===== src/design/intc_regs_defines.svh =====
// Offsets, field positions and reset values of the extended-mode registers.
`ifndef INTC_REGS_DEFINES_SVH
`define INTC_REGS_DEFINES_SVH
`define OFS_TOPO_ID        12'h0802
`define OFS_MEMBER_BITMASK     12'h080D
`define OFS_INT_CMD        12'h0830
`define OFS_SELF_INT       12'h083F
`define BROADCAST_ID       32'hFFFF_FFFF
`define CMD_VECTOR_LSB     0
`define CMD_TYPE_LSB       8
`define CMD_DSTMODE_BIT    11
`define CMD_DELIV_BIT      12
`define CMD_TRIG_BIT       15
`define CMD_RRS_LSB        16
`define CMD_SHORT_LSB      18
`define CMD_TARGET_IDENTIFIER_LSB       32
`define CMD_RSVD_MASK      64'h0000_0000_FFF3_3000
`define SELF_RSVD_MASK     64'hFFFF_FFFF_FFFF_FF00
`define SHORT_SELF         2'h1
`define TYPE_FIXED         3'h0
`define ID_MEMBER_LSB      0
`define ID_GROUP_LSB       4
`define TOPO_ID_RESET      32'h0000_0000
`endif


===== src/design/intc_regs_pkg.sv =====
// Types shared by the extended-mode register block.
package intc_regs_pkg;
  typedef enum logic [1:0] {
    MODE_DISABLED,
    MODE_LEGACY,
    MODE_EXTENDED
  } intc_mode_t;
  typedef enum {
    ST_IDLE,
    ST_DONE
  } acc_state_t;
endpackage


===== src/design/local_intc_id_ipi_regs.sv =====
// Extended-mode identifier, command, logical destination and self registers.
//
// Behaviour
// Expose 32-bit topology identifier from reset.
// Identifier is concatenated topology sub-fields.
// Identifier read returns it in low bits.
// Identifier write or non-extended read faults.
// Topology query reports identifier in every mode.
// Extended query: 32-bit, 8-bit legacy, zero disabled.
// One 64-bit write sends an interrupt.
// Command bits 63:32 hold destination.
// All-ones destination broadcasts to everyone.
// Software writes zero to bits 17:16.
// Message types 1, 3, 7 reserved.
// Software writes zero to bit 12.
// Logical destination read-only, loaded on enable.
// Upper half group, lower half member mask.
// Logical match: group equal, mask overlaps.
// No flat logical addressing in extended mode.
// Mask is one-hot of id[3:0]; group id[19:4].
// Self register write-only; read faults.
// Self vector in 7:0; upper bits zero.
// Self write equals fixed edge self command.
// Self interrupt handled like command self.
// Pending set, trigger bit clear on completion.
// Reserved bit written one faults.
// Reserved bits read as zero.
// Valid command write issues one message.
`timescale 1ns/1ps
`default_nettype none
`include "intc_regs_defines.svh"
module local_intc_id_ipi_regs
  import intc_regs_pkg::*;
(
  input  wire logic        clk,
  input  wire logic        rstn,
  input  wire logic [31:0] topo_strap,
  input  wire logic [1:0]  mode_sel,
  input  wire logic        model_reg_read,
  input  wire logic        model_reg_write,
  input  wire logic [11:0] reg_addr,
  input  wire logic [63:0] reg_wdata,
  input  wire logic        msg_in_valid,
  input  wire logic [31:0] msg_in_target,
  input  wire logic        msg_in_logical,
  output logic             acc_done,
  output logic [63:0]      reg_rdata,
  output logic             general_protection_fault,
  output logic [31:0]      topo_query_id,
  output logic [31:0]      ext_query_id,
  output logic [31:0]      logical_destination,
  output logic             msg_out_valid,
  output logic [7:0]       msg_out_vector,
  output logic [2:0]       msg_out_type,
  output logic             msg_out_logical,
  output logic             msg_out_trigger,
  output logic [1:0]       msg_out_shorthand,
  output logic [31:0]      msg_out_target,
  output logic             msg_out_broadcast,
  output logic             msg_in_accept,
  output logic             self_pending_set,
  output logic [7:0]       self_pending_vector,
  output logic             self_trigger_clear
);

  //////////////////////////////////////////////////////////////////////////
  // Identifier capture and mode.

  logic [31:0] topology_identifier_reg;
  logic        id_loaded_reg;
  logic [31:0] interrupt_command_lo_reg;
  logic [31:0] target_identifier_reg;
  logic        ext_prev_reg;
  intc_mode_t  mode;
  logic        extended_intc_mode;
  logic        legacy_intc_mode;

  assign mode = (mode_sel == 2'h2) ? MODE_EXTENDED :
                (mode_sel == 2'h1) ? MODE_LEGACY : MODE_DISABLED;
  assign extended_intc_mode = (mode == MODE_EXTENDED);
  assign legacy_intc_mode   = (mode == MODE_LEGACY);

  // The strap is caught by a clocked process once after reset release, so
  // the reset branch loads only TOPO_ID_RESET and never samples a port.
  always_ff @(posedge clk) begin
    if (!rstn) begin
      topology_identifier_reg <= `TOPO_ID_RESET;
      id_loaded_reg           <= 1'b0;
    end else if (!id_loaded_reg) begin
      topology_identifier_reg <= topo_strap;
      id_loaded_reg           <= 1'b1;
    end
  end

  //////////////////////////////////////////////////////////////////////////
  // Logical destination derivation and incoming match.

  logic [15:0] group_number;
  logic [15:0] member_bitmask;
  logic [31:0] logical_next;
  logic        group_hit;
  logic        member_hit;
  logic        phys_hit;
  logic        accept_next;

  assign group_number   = topology_identifier_reg[19:`ID_GROUP_LSB];
  assign member_bitmask = 16'h0001 << topology_identifier_reg[3:0];
  assign logical_next   = {group_number, member_bitmask};
  assign group_hit  = (msg_in_target[31:16] == logical_destination[31:16]);
  assign member_hit = |(msg_in_target[15:0] & logical_destination[15:0]);
  assign phys_hit   = (msg_in_target == topology_identifier_reg) ||
                      (msg_in_target == `BROADCAST_ID);
  // Only cluster matching is offered; the flat model is never decoded.
  assign accept_next = msg_in_valid && extended_intc_mode &&
                       (msg_in_logical ? (group_hit && member_hit)
                                       : phys_hit);

  //////////////////////////////////////////////////////////////////////////
  // Access decode and fault checks.

  logic hit_id;
  logic hit_logical;
  logic hit_cmd;
  logic hit_self;
  logic any_access;
  logic fault_next;
  logic cmd_type_bad;
  logic cmd_ok;
  logic self_ok;
  logic [63:0] rdata_next;

  assign hit_id      = (reg_addr == `OFS_TOPO_ID);
  assign hit_logical = (reg_addr == `OFS_MEMBER_BITMASK);
  assign hit_cmd     = (reg_addr == `OFS_INT_CMD);
  assign hit_self    = (reg_addr == `OFS_SELF_INT);
  assign any_access = model_reg_read || model_reg_write;
  assign cmd_type_bad = (reg_wdata[10:8] == 3'h1) ||
                        (reg_wdata[10:8] == 3'h3) ||
                        (reg_wdata[10:8] == 3'h7);
  // Reserved mask covers 17:16 and 12 so a careless write cannot slip by.
  assign cmd_ok  = model_reg_write && hit_cmd && extended_intc_mode &&
                   !cmd_type_bad &&
                   ((reg_wdata & `CMD_RSVD_MASK) == 64'h0000_0000_0000_0000);
  assign self_ok = model_reg_write && hit_self && extended_intc_mode &&
                   ((reg_wdata & `SELF_RSVD_MASK) ==
                    64'h0000_0000_0000_0000);
  assign fault_next = any_access && (
      !extended_intc_mode ||
      (model_reg_write && (hit_id || hit_logical)) ||
      (model_reg_read && hit_self) ||
      (model_reg_write && hit_cmd && !cmd_ok) ||
      (model_reg_write && hit_self && !self_ok) ||
      !(hit_id || hit_logical || hit_cmd || hit_self));
  assign rdata_next =
      (!model_reg_read || fault_next) ? 64'h0000_0000_0000_0000 :
      hit_id  ? {32'h0000_0000, topology_identifier_reg} :
      hit_logical ? {32'h0000_0000, logical_destination} :
      {target_identifier_reg, interrupt_command_lo_reg};

  //////////////////////////////////////////////////////////////////////////
  // Registers.

  always_ff @(posedge clk) begin
    if (!rstn) begin
      interrupt_command_lo_reg <= 32'h0000_0000;
      target_identifier_reg    <= 32'h0000_0000;
      logical_destination      <= 32'h0000_0000;
      ext_prev_reg             <= 1'b0;
    end else begin
      ext_prev_reg <= extended_intc_mode;
      if (extended_intc_mode && !ext_prev_reg) begin
        logical_destination <= logical_next;
      end
      if (cmd_ok) begin
        interrupt_command_lo_reg <= reg_wdata[31:0];
        target_identifier_reg    <= reg_wdata[63:32];
      end
    end
  end

  always_ff @(posedge clk) begin
    if (!rstn) begin
      acc_done                 <= 1'b0;
      reg_rdata                <= 64'h0000_0000_0000_0000;
      general_protection_fault <= 1'b0;
      topo_query_id            <= 32'h0000_0000;
      ext_query_id             <= 32'h0000_0000;
      msg_in_accept            <= 1'b0;
    end else begin
      acc_done                 <= any_access;
      reg_rdata                <= rdata_next;
      general_protection_fault <= fault_next;
      topo_query_id            <= topology_identifier_reg;
      ext_query_id <= extended_intc_mode ? topology_identifier_reg :
                      legacy_intc_mode ?
                      {24'h00_0000, topology_identifier_reg[7:0]} :
                      32'h0000_0000;
      msg_in_accept <= accept_next;
    end
  end

  // Outgoing message and self delivery. The pending set goes out in the same
  // edge as acc_done, so the write is never seen complete before it lands.
  always_ff @(posedge clk) begin
    if (!rstn) begin
      msg_out_valid       <= 1'b0;
      msg_out_vector      <= 8'h00;
      msg_out_type        <= 3'h0;
      msg_out_logical     <= 1'b0;
      msg_out_trigger     <= 1'b0;
      msg_out_shorthand   <= 2'h0;
      msg_out_target      <= 32'h0000_0000;
      msg_out_broadcast   <= 1'b0;
      self_pending_set    <= 1'b0;
      self_pending_vector <= 8'h00;
      self_trigger_clear  <= 1'b0;
    end else begin
      msg_out_valid <= cmd_ok && (reg_wdata[19:18] != `SHORT_SELF);
      msg_out_vector    <= reg_wdata[7:0];
      msg_out_type      <= reg_wdata[10:8];
      msg_out_logical   <= reg_wdata[`CMD_DSTMODE_BIT];
      msg_out_trigger   <= reg_wdata[`CMD_TRIG_BIT];
      msg_out_shorthand <= reg_wdata[19:18];
      msg_out_target    <= reg_wdata[63:32];
      msg_out_broadcast <= (reg_wdata[63:32] == `BROADCAST_ID);
      // Both paths to self share one delivery strobe.
      self_pending_set <= self_ok ||
        (cmd_ok && reg_wdata[19:18] == `SHORT_SELF);
      self_pending_vector <= reg_wdata[7:0];
      self_trigger_clear  <= self_ok ||
        (cmd_ok && reg_wdata[19:18] == `SHORT_SELF &&
         !reg_wdata[`CMD_TRIG_BIT]);
    end
  end

  //////////////////////////////////////////////////////////////////////////
  // Assertions.

  property p_id_write_faults;
    @(posedge clk) disable iff (!rstn)
      model_reg_write && hit_id |=> general_protection_fault && acc_done;
  endproperty
  a_id_write_faults: assert property (p_id_write_faults)
    else $error("identifier write did not fault");

  property p_self_read_faults;
    @(posedge clk) disable iff (!rstn)
      model_reg_read && hit_self |=> general_protection_fault &&
        reg_rdata == 64'h0000_0000_0000_0000;
  endproperty
  a_self_read_faults: assert property (p_self_read_faults)
    else $error("self register read did not fault");

  property p_id_read;
    @(posedge clk) disable iff (!rstn)
      model_reg_read && hit_id && extended_intc_mode |=>
        reg_rdata == {32'h0000_0000, $past(topology_identifier_reg)};
  endproperty
  a_id_read: assert property (p_id_read)
    else $error("identifier read returned wrong data");

  property p_self_pending;
    @(posedge clk) disable iff (!rstn)
      self_ok |=> self_pending_set && self_trigger_clear &&
        self_pending_vector == $past(reg_wdata[7:0]) && acc_done;
  endproperty
  a_self_pending: assert property (p_self_pending)
    else $error("self write not recorded as pending");

  property p_cmd_sends;
    @(posedge clk) disable iff (!rstn)
      cmd_ok && reg_wdata[19:18] == 2'h0 |=>
        msg_out_valid ##1 (!msg_out_valid || $past(cmd_ok));
  endproperty
  a_cmd_sends: assert property (p_cmd_sends)
    else $error("command write did not send one message");

  property p_reserved_type;
    @(posedge clk) disable iff (!rstn)
      model_reg_write && hit_cmd && cmd_type_bad |=>
        general_protection_fault && !msg_out_valid;
  endproperty
  a_reserved_type: assert property (p_reserved_type)
    else $error("reserved message type accepted");

  property p_ext_query;
    @(posedge clk) disable iff (!rstn)
      !extended_intc_mode && !legacy_intc_mode |=>
        ext_query_id == 32'h0000_0000;
  endproperty
  a_ext_query: assert property (p_ext_query)
    else $error("extended query not zero while disabled");

  property p_logical_load;
    @(posedge clk) disable iff (!rstn)
      extended_intc_mode && !ext_prev_reg |=>
        logical_destination[15:0] ==
          (16'h0001 << $past(topology_identifier_reg[3:0])) &&
        logical_destination[31:16] == $past(topology_identifier_reg[19:4]);
  endproperty
  a_logical_load: assert property (p_logical_load)
    else $error("logical destination not loaded on enable");

  property p_broadcast;
    @(posedge clk) disable iff (!rstn)
      cmd_ok && reg_wdata[63:32] == 32'hFFFF_FFFF |=> msg_out_broadcast;
  endproperty
  a_broadcast: assert property (p_broadcast)
    else $error("all-ones target not flagged as broadcast");

endmodule // local_intc_id_ipi_regs
`default_nettype wire


===== config.mk =====
export PLATFORM = sky130hd
export DESIGN_NAME = local_intc_id_ipi_regs
export DESIGN_NICKNAME = d
export VERILOG_FILES = /design/src/design/intc_regs_pkg.sv /design/src/design/local_intc_id_ipi_regs.sv
export VERILOG_INCLUDE_DIRS = /design/src /design/src/design
export SDC_FILE = /design/constraint.sdc
export NUM_CORES = 1
export LEC_CHECK = 0
export CORE_MARGIN = 2
export CORE_UTILIZATION = 47
export CTS_BUF_LIST = sky130_fd_sc_hd__clkbuf_16
export DETAILED_ROUTE_END_ITERATION = 16
export DONT_BUFFER_PORTS = 1
export SLEW_MARGIN = 20
export SYNTH_ARGS = -nofsm -noshare
export SYNTH_HDL_FRONTEND = slang
export SYNTH_SLANG_ARGS = --single-unit
export TNS_END_PERCENT = 1

===== constraint.sdc =====
create_clock -name clk -period 2.4 [get_ports clk]
set_clock_uncertainty 0.15 [all_clocks]
set_input_delay 0.36 -clock clk [delete_from_list [all_inputs] [get_ports clk]]
set_output_delay 0.36 -clock clk [all_outputs]
set_load 0.005 [all_outputs]

==> results.json <==
{
  "status": "finished clean",
  "clkLatencyLatePin_ns": 0.56,
  "worstMarginPinSlew_ns": 0.897,
  "switchingPower_mw": 2.47,
  "finalSetupViolCount": 0,
  "htreeDepth": 1,
  "netlist_area_um2": 11700,
  "drt-total-wl_um": 38200,
  "combPwrFrac_pct": 5.7,
  "num_rows": 57,
  "area_growth_pct": 23.7,
  "fin_total_pwr_mw": 10.8,
  "grt_util_met2_pct": 45.6,
  "post-route-util_pct": 59.4,
  "fin_setup_tns_ns": 0,
  "remaining_drc_errors": 0,
  "crit_fanout": 2,
  "dp_hpwl_um": 24900,
  "synth-edff-count": 0,
  "pwr-share-seq_pct": 50.4,
  "crit_arrival_ns": 2.62,
  "worstSetupPathType": "in -> reg",
  "synth-seq-cells": 312,
  "top_usage_layer": "met2",
  "dp_slack_ns": 0.0615,
  "netSwitchingFraction_pct": 23.0,
  "synth_area_leader_cell": "dfxtp_1",
  "cp.required_ns": 2.70,
  "grt_pass1_wl_um": 57400,
  "die_w_um": 162,
  "syn_nets": 1291,
  "finalHoldViolCount": 0,
  "grt_max_degree": 177,
  "synth_area_leaders": "dfxtp_1 (53%), and2_1 (5.6%), mux2i_1 (5.5%), nor2b_1 (3.7%), mux2_2 (3.1%)",
  "crit_path_end_kind": "register",
  "vias_per_cell": 5.70,
  "relSlewSlack_pct": 40.0,
  "crit_path_start_kind": "primary input",
  "final.min_clock_period_ns": 2.33,
  "yosysSeqAreaShare_pct": 53.4,
  "drtIter0Drc": 717,
  "drt_pre_antenna_iters": 7,
  "hp-class": "in -> reg",
  "cts_num_sinks": 312,
  "clk_pin_slew_worst_paths_ns": 0.07,
  "globalplace.congestion": 0.943,
  "num_vias": 9154,
  "p_clk_share_pct": 43.8,
  "start_util_pct": 48.0,
  "p_int_mw": 8.29,
  "p_leak_nw": 5.58,
  "die_area_um2": 26200,
  "ir_drop_mv": 0.513,
  "worst_hold_slack_ns": 0.00435,
  "portBuffers": 0,
  "fp.coreArea_um2": 24400,
  "slowest_delay_ns": 0.55,
  "synth_top_area_share_pct": 53.4,
  "layout_setup_ws_ns": 0.0713,
  "layout-drive-gt1-share_pct": 10.2,
  "ios": 370,
  "drv_slew": 0,
  "overflow": 0,
  "period_share_pct": 97.0,
  "cts_inserted_buffers": 31,
  "fmax_ghz": 0.429,
  "async_reset_ff_share_pct": 0,
  "cts_buffer_depth": 3,
  "ys_warn_count": 0,
  "p_per_area_nw_per_um2": 744,
  "cts_tree": "built",
  "crit_chain": "nor4b_1, buf_4, o211ai_1, or2_2, a221o_1, o31a_1, dlygate4sd3_1",
  "antenna_found_initial": 3,
  "largest-register": "reg_rdata",
  "ant_nets": 0,
  "use_met3_pct": 7.23,
  "avgRoutedWirePerCell_um": 23.8,
  "die_h_um": 162,
  "largest_register_ff_count": 64,
  "syn-mean-instance-area_um2": 10.2,
  "grt_usage_pct": 28.3,
  "grt_use_met1_pct": 37.6,
  "syn-instance-count": 1143,
  "crit_slowest_cell": "dlygate4sd3_1",
  "ys.flop_type": "dfxtp_1",
  "rsz0062_at_grt": "false",
  "cap_violations": 0,
  "grt_pass1_vias": 8958,
  "yosysUniqueCellTypes": 52,
  "num-nets-final": 1404,
  "root_buffer": "clkbuf_16"
}
==> through the flow <==
stage	instance area [um2]	std cells
after floorplan	11700	1143
after global placement	12100	1414
after detailed placement	12100	1414
after CTS	14500	1604
after global routing	14500	1605
final	14500	1606
==> critical path: cells and delay by family <==
family	cells	cell delay, ns
simple gates	2	0.82
buf+inv	2	0.76
compound gates	3	0.68
==> cells in the final DEF, fill, tap and decap left out, types with 31 or more instances in the layout <==
cell type	n
nor2b_1	70
nand3_1	46
dlygate4sd3_1	132
nand4_1	32
nor3_1	66
and2_1	105
dfxtp_1	309
a21boi_0	33
xor2_1	33
mux2i_1	64
clkbuf_16	31
nand2_1	90
mux2_2	32
o221ai_1	32
==> cells by family (layout without fill, tap and decap cells) <==
kind of cell    Yosys count  in the layout  synth area share [%]
mux                      96             96                  8.55
xor+xnor                 49             49                  3.67
simple gates            492            492                  23.7
flops                   312            312                  53.4
other cells               0              2                     0
compound gates          103            103                  7.12
buf+inv                  91            228                  3.57
==> Yosys cell counts (2+ instances only) <==
cell type	instances
o21ai_0	2
o21ai_1	2
or2_2	2
xor2_1	33
buf_1	3
o221ai_1	32
nor2b_1	70
mux2_2	32
nor4_4	2
nor2_1	10
xnor2_1	16
o211ai_1	3
nor4_1	26
a21boi_0	33
a221oi_1	3
dfxtp_1	312
nand2_1	90
nor3b_1	2
nand4_1	32
a21boi_1	14
clkbuf_1	64
mux2i_1	64
buf_6	4
nand2b_1	2
and4_1	3
and2_1	105
a31oi_1	2
nand3_1	46
and3_1	27
buf_4	9
a22o_1	2
and4b_1	2
nor3_1	66
buf_2	10
==> per-layer routing <==
layer / vias up / wire length [um]
li1: 4222 / -
met2: 437 / 17900
met5: - / 13
met1: 4417 / 16000
met3: 76 / 3340
met4: 2 / 974
==> cell type report <==
cell class / count / area [um2]
diodes: 2 / 5.00
well taps: 324 / 405
flip-flops and latches: 312 / 6250
fillers: 2078 / 9910
clock inverters: 26 / 204
inverters: 1 / 3.75
clock buffers: 31 / 776
repair buffers: 170 / 1750
multi-input cells: 740 / 5080
==> final timing paths <==
check / start / endpoint / slack (ns) / depth (start not counted)
max: reg_wdata[20] / general_protection_fault$_SDFF_PN0_ / 0.07 / 7
min: rstn / id_loaded_reg$_DFF_P_ / 0.004 / 1
max reg2reg: topology_identifier_reg[26]$_SDFFE_PN0N_ / msg_in_accept$_SDFF_PN0_ / 0.20 / 6
min reg2reg: target_identifier_reg[16]$_SDFFE_PN0P_ / reg_rdata[48]$_SDFF_PP0_ / 0.30 / 2
==> power groups by stage <==
stage / Clock (mW) / Combinational, mW / Sequential [mW]
6_report: 4.72 / 0.618 / 5.43
5_1_grt: 5.04 / 0.664 / 5.44
4_1_cts: 4.79 / 0.605 / 5.43
3_5_place_dp: 0 / 0.366 / 5.54
3_3_place_gp: 0 / 0.362 / 5.54
2_1_floorplan: 0 / 0.306 / 5.48
==> repair_timing <==
item,CTS,global route
buffers inserted,0,0
hold buffers,133,0
setup endpoints to repair,0,1
hold endpoints to repair,223,0
gates resized for setup,0,4
Power figures use the tool's default switching activity.
